**src/rtl/rsc_pkg.sv**
```systemverilog
// constants for the receive and synthesizer configuration register bank
package rsc_pkg;
  // ********************
  // serial port framing
  // ********************
  localparam int ADDR_W = 7;
  localparam int DATA_W = 8;
  localparam int CMD_READ_BIT = 7;
  localparam logic [3:0] CNT_CMD_LAST = 4'h7;
  localparam logic [3:0] CNT_DATA_LAST = 4'hF;

  // ********************
  // register offsets
  // ********************
  localparam logic [6:0] ADDR_MODE_CFG = 7'h00;
  localparam logic [6:0] ADDR_GAIN_CFG = 7'h01;
  localparam logic [6:0] ADDR_FDEV_CFG = 7'h02;
  localparam logic [6:0] ADDR_LOCK_CFG = 7'h0E;
  localparam logic [6:0] ADDR_FILT_BW = 7'h10;
  localparam logic [6:0] ADDR_FILT_CTR = 7'h11;
  localparam logic [6:0] ADDR_FILT_SEL = 7'h12;
  localparam logic [6:0] ADDR_DIV_BASE = 7'h1C;
  localparam int DIV_COUNT = 6;
  // divider entries: 0..2 = R,P,S of set one, 3..5 = R,P,S of set two
  localparam int DIV_R = 0;
  localparam int DIV_P = 1;
  localparam int DIV_S = 2;
  localparam int DIV_SET_STRIDE = 3;

  // ********************
  // field positions
  // ********************
  localparam int MODE_MSB = 7;
  localparam int MODE_LSB = 5;
  localparam int DIV_SEL_BIT = 0;
  localparam int GAIN_MSB = 1;
  localparam int PASSIVE_BW_MSB = 7;
  localparam int PASSIVE_BW_LSB = 4;
  localparam int SECOND_BW_MSB = 3;
  localparam int CENTER_MSB = 7;
  localparam int CENTER_LSB = 4;
  localparam int BP_SEL_BIT = 7;
  localparam int LOCK_EN_BIT = 0;
  localparam int LOCK_ST_BIT = 1;

  // ********************
  // encodings and reset values
  // ********************
  localparam logic [2:0] MODE_SLEEP = 3'h0;
  localparam logic [2:0] MODE_STANDBY = 3'h1;
  localparam logic [2:0] MODE_SYNTH = 3'h2;
  localparam logic [2:0] MODE_RECEIVE = 3'h3;
  localparam logic [2:0] MODE_TRANSMIT = 3'h4;
  localparam logic [15:0] FB_MUL = 16'h004B;
  localparam logic [7:0] BYTE_RST = 8'h00;
  localparam logic LOCK_EN_RST = 1'b1;

  // ********************
  // pin synchroniser slots: sck, cs_n, sdi, pll lock
  // ********************
  localparam int SYNC_N = 4;
  localparam int SYNC_SCK = 0;
  localparam int SYNC_CS = 1;
  localparam int SYNC_SDI = 2;
  localparam int SYNC_LOCK = 3;
  localparam logic [3:0] SYNC_RST = 4'h2;

  typedef enum logic [1:0] {RSC_CMD, RSC_DATA, RSC_DONE} rsc_phase_t;
endpackage

```
**src/rtl/rsc_config_regs.sv**
```systemverilog
// receive chain and synthesizer configuration registers behind a serial port
module rsc_config_regs
  import rsc_pkg::*;
(
  // clock and reset
  input wire logic ref_clk,
  input wire logic reset_n,
  // serial port pins
  input wire logic sck,
  input wire logic cs_n,
  input wire logic sdi,
  output logic sdo_out,
  output logic sdo_oe,
  // pll lock detector and lock pin
  input wire logic pll_locked,
  output logic lock_pin,
  // chip mode
  output logic [2:0] chip_operating_mode,
  output logic mode_sleep,
  output logic mode_standby,
  output logic mode_synth,
  output logic mode_receive,
  output logic mode_transmit,
  // receive chain settings
  output logic [1:0] if_amp_gain_sel,
  output logic [3:0] passive_filter_bw_sel,
  output logic bandpass_filter_select,
  output logic [3:0] second_filter_bw_sel,
  output logic [3:0] bandpass_center_sel,
  output logic [7:0] freq_deviation_setting,
  output logic [7:0] ook_low_if,
  // synthesizer
  output logic divider_set_select,
  output logic [7:0] active_ref_div,
  output logic [7:0] active_p_div,
  output logic [7:0] active_s_div,
  output logic [15:0] feedback_ratio
);
  import rsc_pkg::*;

  // ********************
  // pin synchronisers
  // ********************
  logic [SYNC_N-1:0] pins;
  logic s1 [SYNC_N];
  logic s2 [SYNC_N];
  logic s3 [SYNC_N];
  logic lvl_reg [SYNC_N];
  logic rise [SYNC_N];
  logic fall [SYNC_N];

  assign pins = {pll_locked, sdi, cs_n, sck};

  genvar gi;
  generate
    for (gi = 0; gi < SYNC_N; gi++) begin : g_sync
      always_ff @(posedge ref_clk or negedge reset_n) begin
        if (!reset_n) begin
          s1[gi] <= SYNC_RST[gi];
          s2[gi] <= SYNC_RST[gi];
          s3[gi] <= SYNC_RST[gi];
          lvl_reg[gi] <= SYNC_RST[gi];
        end else begin
          s1[gi] <= pins[gi];
          s2[gi] <= s1[gi];
          s3[gi] <= s2[gi];
          // a change counts only once the last two stages agree
          if (s2[gi] == s3[gi]) begin
            lvl_reg[gi] <= s3[gi];
          end
        end
      end
      assign rise[gi] = (s2[gi] == s3[gi]) && s3[gi] && !lvl_reg[gi];
      assign fall[gi] = (s2[gi] == s3[gi]) && !s3[gi] && lvl_reg[gi];
    end
  endgenerate

  // ********************
  // register storage
  // ********************
  logic [2:0] mode_reg;
  logic sel_reg;
  logic [1:0] gain_reg;
  logic [7:0] fdev_reg;
  logic [7:0] bw_reg;
  logic [3:0] ctr_reg;
  logic bp_reg;
  logic lock_en_reg;
  logic lock_st_reg;
  logic [7:0] div_reg [DIV_COUNT];
  logic wr_en_reg;
  logic [6:0] wr_addr_reg;
  logic [7:0] wr_data_reg;

  function automatic logic [7:0] rd_mux(input logic [6:0] a);
    logic [7:0] d;
    d = BYTE_RST;
    unique case (a)
      ADDR_MODE_CFG: d = {mode_reg, 4'h0, sel_reg};
      ADDR_GAIN_CFG: d = {6'h00, gain_reg};
      ADDR_FDEV_CFG: d = fdev_reg;
      ADDR_LOCK_CFG: d = {6'h00, lock_st_reg, lock_en_reg};
      ADDR_FILT_BW: d = bw_reg;
      ADDR_FILT_CTR: d = {ctr_reg, 4'h0};
      ADDR_FILT_SEL: d = {bp_reg, 7'h00};
      default: begin
        for (int k = 0; k < DIV_COUNT; k++) begin
          if (a == ADDR_DIV_BASE + 7'(k)) begin
            d = div_reg[k];
          end
        end
      end
    endcase
    return d;
  endfunction

  // ********************
  // serial engine
  // ********************
  rsc_phase_t phase_reg;
  logic [3:0] cnt_reg;
  logic [7:0] rx_reg;
  logic [7:0] cmd_reg;
  logic [7:0] tx_reg;
  logic sdo_reg;
  logic bit_in;

  assign bit_in = s3[SYNC_SDI];

  // sdi is taken at the same synchroniser depth as sck, so setup is kept
  always_ff @(posedge ref_clk or negedge reset_n) begin
    if (!reset_n) begin
      phase_reg <= RSC_CMD;
      cnt_reg <= 4'h0;
      rx_reg <= BYTE_RST;
      cmd_reg <= BYTE_RST;
      tx_reg <= BYTE_RST;
      sdo_reg <= 1'b0;
      wr_en_reg <= 1'b0;
      wr_addr_reg <= 7'h00;
      wr_data_reg <= BYTE_RST;
    end else begin
      wr_en_reg <= 1'b0;
      if (lvl_reg[SYNC_CS]) begin
        phase_reg <= RSC_CMD;
        cnt_reg <= 4'h0;
      end else if (rise[SYNC_SCK]) begin
        rx_reg <= {rx_reg[6:0], bit_in};
        unique case (phase_reg)
          RSC_CMD: begin
            cnt_reg <= cnt_reg + 4'h1;
            if (cnt_reg == CNT_CMD_LAST) begin
              cmd_reg <= {rx_reg[6:0], bit_in};
              tx_reg <= rd_mux({rx_reg[5:0], bit_in});
              phase_reg <= RSC_DATA;
            end
          end
          RSC_DATA: begin
            cnt_reg <= cnt_reg + 4'h1;
            if (cnt_reg == CNT_DATA_LAST) begin
              phase_reg <= RSC_DONE;
              wr_en_reg <= !cmd_reg[CMD_READ_BIT];
              wr_addr_reg <= cmd_reg[6:0];
              wr_data_reg <= {rx_reg[6:0], bit_in};
            end
          end
          RSC_DONE: begin
          end
        endcase
      end else if (fall[SYNC_SCK] && phase_reg == RSC_DATA) begin
        // read data leaves msb first, changed on the falling clock
        sdo_reg <= tx_reg[7];
        tx_reg <= {tx_reg[6:0], 1'b0};
      end
    end
  end

  assign sdo_out = sdo_reg;
  assign sdo_oe = !lvl_reg[SYNC_CS];

  // ********************
  // register writes
  // ********************
  always_ff @(posedge ref_clk or negedge reset_n) begin
    if (!reset_n) begin
      mode_reg <= MODE_SLEEP;
      sel_reg <= 1'b0;
      gain_reg <= 2'h0;
      fdev_reg <= BYTE_RST;
      bw_reg <= BYTE_RST;
      ctr_reg <= 4'h0;
      bp_reg <= 1'b0;
      lock_en_reg <= LOCK_EN_RST;
    end else if (wr_en_reg) begin
      unique case (wr_addr_reg)
        ADDR_MODE_CFG: begin
          mode_reg <= wr_data_reg[MODE_MSB:MODE_LSB];
          sel_reg <= wr_data_reg[DIV_SEL_BIT];
        end
        ADDR_GAIN_CFG: gain_reg <= wr_data_reg[GAIN_MSB:0];
        ADDR_FDEV_CFG: fdev_reg <= wr_data_reg;
        ADDR_LOCK_CFG: lock_en_reg <= wr_data_reg[LOCK_EN_BIT];
        ADDR_FILT_BW: bw_reg <= wr_data_reg;
        ADDR_FILT_CTR: ctr_reg <= wr_data_reg[CENTER_MSB:CENTER_LSB];
        ADDR_FILT_SEL: bp_reg <= wr_data_reg[BP_SEL_BIT];
        default: begin
        end
      endcase
    end
  end

  generate
    for (gi = 0; gi < DIV_COUNT; gi++) begin : g_div
      always_ff @(posedge ref_clk or negedge reset_n) begin
        if (!reset_n) begin
          div_reg[gi] <= BYTE_RST;
        end else if (wr_en_reg && wr_addr_reg == ADDR_DIV_BASE + 7'(gi)) begin
          div_reg[gi] <= wr_data_reg;
        end
      end
    end
  endgenerate

  // ********************
  // pll lock indication
  // ********************
  logic lock_clr;
  logic lock_pin_reg;

  assign lock_clr = wr_en_reg && wr_addr_reg == ADDR_LOCK_CFG &&
                    wr_data_reg[LOCK_ST_BIT];

  // a lock arriving with the clear still sets the bit
  always_ff @(posedge ref_clk or negedge reset_n) begin
    if (!reset_n) begin
      lock_st_reg <= 1'b0;
    end else if (rise[SYNC_LOCK]) begin
      lock_st_reg <= 1'b1;
    end else if (lock_clr) begin
      lock_st_reg <= 1'b0;
    end
  end

  always_ff @(posedge ref_clk or negedge reset_n) begin
    if (!reset_n) begin
      lock_pin_reg <= 1'b0;
    end else begin
      lock_pin_reg <= lock_en_reg && lvl_reg[SYNC_LOCK];
    end
  end

  assign lock_pin = lock_pin_reg;

  // ********************
  // decoded outputs
  // ********************
  int unsigned set_base;
  assign set_base = sel_reg ? DIV_SET_STRIDE : 0;

  assign chip_operating_mode = mode_reg;
  assign mode_sleep = mode_reg == MODE_SLEEP;
  assign mode_standby = mode_reg == MODE_STANDBY;
  assign mode_synth = mode_reg == MODE_SYNTH;
  assign mode_receive = mode_reg == MODE_RECEIVE;
  assign mode_transmit = mode_reg == MODE_TRANSMIT;
  assign if_amp_gain_sel = gain_reg;
  assign passive_filter_bw_sel = bw_reg[PASSIVE_BW_MSB:PASSIVE_BW_LSB];
  assign second_filter_bw_sel = bw_reg[SECOND_BW_MSB:0];
  assign bandpass_filter_select = bp_reg;
  assign bandpass_center_sel = ctr_reg;
  assign freq_deviation_setting = fdev_reg;
  // low IF only exists in the band-pass receive path
  assign ook_low_if = (mode_receive && bp_reg) ? fdev_reg : BYTE_RST;
  assign divider_set_select = sel_reg;
  // set switch is combinational: no rewrite, no wait for a transfer
  assign active_ref_div = div_reg[set_base + DIV_R];
  assign active_p_div = div_reg[set_base + DIV_P];
  assign active_s_div = div_reg[set_base + DIV_S];
  // out-of-range P,S,R are passed on unchecked
  assign feedback_ratio = FB_MUL * ({8'h00, active_p_div} + 16'h0001) +
                          {8'h00, active_s_div};

  // ********************
  // checks
  // ********************
  a_rx_mode_entry: assert property (
    @(posedge ref_clk) disable iff (!reset_n)
    wr_en_reg && wr_addr_reg == ADDR_MODE_CFG &&
    wr_data_reg[MODE_MSB:MODE_LSB] == MODE_RECEIVE |=> mode_receive)
    else $error("receive mode not entered");
  a_gain_update: assert property (
    @(posedge ref_clk) disable iff (!reset_n)
    wr_en_reg && wr_addr_reg == ADDR_GAIN_CFG |=>
    if_amp_gain_sel == $past(wr_data_reg[1:0]))
    else $error("if gain not updated");
  a_filter_bw_update: assert property (
    @(posedge ref_clk) disable iff (!reset_n)
    wr_en_reg && wr_addr_reg == ADDR_FILT_BW |=>
    passive_filter_bw_sel == $past(wr_data_reg[7:4]) &&
    second_filter_bw_sel == $past(wr_data_reg[3:0]))
    else $error("filter bandwidths not updated");
  a_bp_select_update: assert property (
    @(posedge ref_clk) disable iff (!reset_n)
    wr_en_reg && wr_addr_reg == ADDR_FILT_SEL |=>
    bandpass_filter_select == $past(wr_data_reg[7]))
    else $error("filter type not updated");
  a_center_update: assert property (
    @(posedge ref_clk) disable iff (!reset_n)
    wr_en_reg && wr_addr_reg == ADDR_FILT_CTR |=>
    bandpass_center_sel == $past(wr_data_reg[7:4]))
    else $error("centre select not updated");
  a_low_if_gate: assert property (
    @(posedge ref_clk) disable iff (!reset_n)
    !(mode_receive && bandpass_filter_select) |-> ook_low_if == 8'h00)
    else $error("low IF outside OOK receive");
  a_div_switch: assert property (
    @(posedge ref_clk) disable iff (!reset_n)
    $changed(divider_set_select) |-> active_ref_div ==
    div_reg[divider_set_select ? DIV_SET_STRIDE : 0])
    else $error("divider set did not switch");
  a_lock_pin_follow: assert property (
    @(posedge ref_clk) disable iff (!reset_n)
    lock_en_reg ##1 lock_en_reg |->
    lock_pin == $past(lvl_reg[SYNC_LOCK]))
    else $error("lock pin does not follow lock");
  a_lock_pin_off: assert property (
    @(posedge ref_clk) disable iff (!reset_n)
    !lock_en_reg |=> !lock_pin)
    else $error("lock pin driven while disabled");
  a_sticky_set: assert property (
    @(posedge ref_clk) disable iff (!reset_n)
    rise[SYNC_LOCK] |=> lock_st_reg)
    else $error("lock status not set");
  a_sticky_hold: assert property (
    @(posedge ref_clk) disable iff (!reset_n)
    lock_st_reg && !lock_clr |=> lock_st_reg)
    else $error("lock status lost without clear");
endmodule

```
**config.mk**
```make
export PLATFORM = sky130hd
export DESIGN_NAME = rsc_config_regs
export DESIGN_NICKNAME = d
export VERILOG_FILES = /design/src/rtl/rsc_pkg.sv /design/src/rtl/rsc_config_regs.sv
export SDC_FILE = /design/constraint.sdc
export NUM_CORES = 1
export LEC_CHECK = 0
export BUFFER_PORTS_ARGS = -buffer_cell sky130_fd_sc_hd__buf_2
export CORE_AREA = 4 4 122 124
export CTS_CLUSTER_DIAMETER = 50
export DETAILED_ROUTE_END_ITERATION = 8
export DIE_AREA = 0 0 126 128
export PLACE_DENSITY = 0.87
export SKIP_LAST_GASP = 1
export SYNTH_ARGS = -nofsm -noshare
export SYNTH_HDL_FRONTEND = slang
export SYNTH_SLANG_ARGS = --single-unit
```
**constraint.sdc**
```tcl
create_clock -name ref_clk -period 6.55 [get_ports ref_clk]
set_clock_uncertainty 0.15 [all_clocks]
set_input_delay 0.655 -clock ref_clk [delete_from_list [all_inputs] [get_ports ref_clk]]
set_output_delay 0.655 -clock ref_clk [all_outputs]
set_load 0.01 [all_outputs]
```
==> impl_summary.md <==
Status
The flow ran to the end, and the final reports show no timing, DRC or antenna violations.

Floorplanning
The width of the die is 126 µm. The initial standard-cell utilization of the core is 58.4%. 89 I/O pins were placed. The number of rows in the core area is 43.

The die footprint is 0.0161 mm². The total area inside the core boundary comes to 0.0138 mm². The chip height is 128 µm.

Clock network
The clock slew seen by the registers of the worst setup and hold paths is 60 ps. In this run the clock root is driven by a sky130_fd_sc_hd__clkbuf_16. The number of sinks driven by the clock tree is 139. Clock latency on the worst-skew pair, taken at its later pin, is 430 ps. The number of clock buffers added by TritonCTS is 17. Post-CTS timing repair inserted 0 buffers for setup. The maximum clock path buffer count is 2.

TritonCTS built the clock tree. The number of levels the H-tree was split into is 4.

STA
The number of setup violations in the final report is 0. The worst relative slew slack is 29.0%. Timing would allow up to 0.163 GHz. The smallest setup slack after layout is 407 ps. Setup repair after global routing left no endpoint under its margin. Setup total negative slack on the finished layout was measured at 0 ps.

At the pin with the least slew margin, the transition time is 1060 ps. In the finished design, the share of the clock period the worst path needs comes to 93.8%. The worst hold margin is 76.9 ps. The number of hold violations in the final report is 0. The time the worst path needs with I/O delays and setup is 6140 ps. The max-slew violation count is 0.

Logic synthesis
The number of synthesized flops with an enable pin is 0. Synthesis inferred 139 register bits. The part of the Yosys area used for sequential elements is 43.3%. Summing every instance area after synthesis gives 0.00805 mm².

The netlist uses 62 different library cells. The number of instances in the synthesized netlist is 687. Each instance of the synthesized netlist takes up on average 11.7 µm². The number of warnings printed during yosys synthesis is 0. In the synthesized netlist the dominant register cell turns out to be sky130_fd_sc_hd__dfrtp_1. Of all flip-flops after synthesis, the portion carrying an async set or reset was 100%. The number of nets in the synthesized netlist is 757.

Power and ir drop
The total power density per cell area is 230 mW/mm². The leakage power figure is 5.00 nW. VDD sags by at most 0.000173 V. The internal power summed over all cells is 1.58 mW. The proportion of power drawn by combinational gates is 8.0%. The fraction of power spent switching nets is 25.8%. The switching power summed over all nets is 0.550 mW.

The part of the power in the clock network is 47.8%. The fraction of power consumed by sequential logic is 44.2%. The power consumption is 2.13 mW.

Placed design
Before CTS, the worst setup slack after placement is 655 ps. The number of placed instances, taps included, is 935. The half-perimeter wire length of the detailed placement result is 13,200 µm.

The cell area reported after detailed placement is 0.00863 mm². Routability-driven placement finished with a final weighted congestion of 0.872. The number of port buffers is 88.

GRT
The via count of the first global-routing pass is 5,856. The first global-routing pass estimated 30,700 µm of wire. The initial antenna violation count is 0. Entering global routing, the biggest net connects 72 pins. Global routing finished with a remaining overflow of 0. Global routing consumed, over all layers together, 24.0% of the routing resources.

Layout
0 antenna diodes ended up in the layout. The final non-filler cell area is 0.00926 mm². The area taken by multi-input logic gates is 0.00421 mm². The flip-flop count of the largest register, all copies and words added is 48. The growth of design area from synthesis to finish is 15.1%.

The fraction of the core area covered by cells at the end of the flow is 67.3%. The post-route netlist has 33.3% of its cells at a drive strength greater than 1. The number of fillers in the final layout is 998.

In the final design database the tool counted 844 nets. The number of non-filler instances in the completed layout is 967. The area occupied by registers is 0.00349 mm².

Drt
The wire length after detailed routing is 18,700 µm. Dividing the detail-routed wire length by the instance count gives 19.3 µm. The remaining number of nets flagged by the antenna check after routing is 0. After the first detailed-routing iteration, the DRC count stood at 457.

In the routed layout, each cell is associated on average with a via count of 5.89. The vias after detailed routing is 5,698. The first-pass detailed-route iteration total is 5. The number of DRC violations after detailed routing is 0.

Setup path
The cell repeated most along the worst path is sky130_fd_sc_hd__inv_1. The peak fanout along the critical path is 13. The data required time of the worst path is 5740 ps.

The class of the most critical setup path is reg2out. Traced cell by cell, the critical path runs through buf_4 -> mux2i_1 -> inv_1 -> and4_1 -> xnor2_2 -> xor2_1 -> ha_1 -> inv_1 -> fa_1 -> fa_1 -> inv_1 -> ha_1 -> a21o_1 -> a21oi_1 -> o211ai_1 -> a31oi_1 -> xnor2_1 -> buf_2. The type of destination of the critical path is an output pin.

The category of the worst setup path launch point is a flip-flop. Among all stages on the critical path, the largest delay is contributed by sky130_fd_sc_hd__fa_1. The critical path arrival is 5340 ps. The largest single stage delay on the critical path is 550 ps.

Worst hold path
The path class of the tightest hold or removal check is in2async.

Job
Max-cap violations in this run came to 0.
==> path summary, 6_finish.rpt <==
path                               startpoint            endpoint  slack [ps]  depth (start not counted)
max reg2reg                             s2[3]           tx_reg[1]        3690                          6
max                        divider_set_select  feedback_ratio[13]         410                         18
min in group ref_clk                     cs_n               s1[2]         170                          1
min reg2reg                             s1[0]               s2[0]         200                          0
min                                   reset_n          cnt_reg[2]          80                          1
max in group asynchronous             reset_n  divider_set_select        4810                          2
==> power groups by stage <==
stage	logic (mW)	registers, mW	clock network, mW
2_1_floorplan	0.135	0.916	0
3_3_place_gp	0.162	0.953	0
3_5_place_dp	0.166	0.955	0
4_1_cts	0.169	0.940	1.02
5_1_grt	0.183	0.944	1.06
6_report	0.170	0.942	1.02
==> synthesized netlist by cell type, drive strengths merged, types with 2 or more instances <==
cell	n	area, µm²
a211oi	2	15.0
a21o	8	60.1
a21oi	18	90.1
a221oi	4	35.0
a31oi	2	12.5
a32o	4	40.0
a32oi	2	17.5
and2	3	18.8
and3	12	75.1
and4	3	26.3
buf	14	96.3
clkbuf	14	52.6
dfrtp	134	3350
dfstp	5	131
fa	16	320
ha	48	601
inv	55	206
mux2	121	1380
mux2i	15	150
mux4	8	180
nand2	60	225
nand2b	3	18.8
nand3	10	50.1
nand3b	2	15.0
nand4	10	68.8
nor2	21	91.3
nor2b	10	62.6
nor3	8	40.0
nor3b	8	82.6
o211ai	5	37.5
o21a	3	22.5
o21ai	13	65.1
o2bb2ai	2	17.5
o31a	2	17.5
o31ai	3	22.5
or3	3	18.8
xnor2	17	156
xor2	6	52.6
==> cells by family (layout without fill, tap and decap cells) <==
kind of cell,count (synthesis),in the layout,share of synthesized area (%)
compound gates,76,76,6.48
simple gates,157,157,10.4
fa+ha+maj,65,65,11.6
xor+xnor,23,23,2.60
mux,144,144,21.3
flops,139,139,43.3
buf+inv,83,183,4.42
==> layer usage <==
layer | share of wire, % | vias to the layer above | GRT usage, %
li1 | - | 2607 | -
met1 | 43 | 2851 | 31.5
met2 | 49 | 202 | 39.4
met3 | 6.3 | 38 | 4.79
met4 | 2.3 | 0 | 9.72
met5 | 0 | - | 0
==> cell usage in the layout, fill, tap and decap left out, types with 4 or more instances in the layout <==
cell                        count
sky130_fd_sc_hd__nor3b_1        6
sky130_fd_sc_hd__mux2_2       106
sky130_fd_sc_hd__clkinv_4       6
sky130_fd_sc_hd__dfstp_2        5
sky130_fd_sc_hd__nand2_1       60
sky130_fd_sc_hd__clkbuf_16     17
sky130_fd_sc_hd__a32o_1         4
sky130_fd_sc_hd__buf_2         87
sky130_fd_sc_hd__and3_1        12
sky130_fd_sc_hd__mux2_1        10
sky130_fd_sc_hd__a21oi_1       18
sky130_fd_sc_hd__dfrtp_1      133
sky130_fd_sc_hd__clkinv_2       4
sky130_fd_sc_hd__nor2_1        18
sky130_fd_sc_hd__mux2_4         5
sky130_fd_sc_hd__fa_1          16
sky130_fd_sc_hd__a221oi_1       4
sky130_fd_sc_hd__o211ai_1       5
sky130_fd_sc_hd__bufinv_16      4
sky130_fd_sc_hd__ha_1          48
sky130_fd_sc_hd__mux4_2         8
sky130_fd_sc_hd__mux2i_1       15
sky130_fd_sc_hd__nand4_1        9
sky130_fd_sc_hd__buf_4          8
sky130_fd_sc_hd__xnor2_1       16
sky130_fd_sc_hd__inv_1         55
sky130_fd_sc_hd__o21ai_0       12
sky130_fd_sc_hd__nor3_1         8
sky130_fd_sc_hd__nand3_1       10
sky130_fd_sc_hd__a21o_1         8
sky130_fd_sc_hd__nor2b_1       10
sky130_fd_sc_hd__xor2_1         5
==> critical path, delay by kind of cell (launching register included) <==
family / cells / cell delay (ps)
flops: 1 / 540
simple gates: 1 / 270
compound gates: 4 / 830
buf+inv: 5 / 680
fa+ha+maj: 4 / 1650
xor+xnor: 3 / 500
mux: 1 / 430
==> final cells by class <==
class,instances,area share (%)
clock buffers,17,4.59
clock inverters,15,2.16
inverters,55,2.23
multi-input cells,465,45.5
flip-flops and latches,139,37.6
well taps,180,2.43
repair buffers,96,5.47
==> repair_timing <==
item,4_1_cts,5_1_grt
endpoints found under the setup margin,0,4
hold buffers,0,0
resized for setup,0,2
(Power assumes the default switching activity.)
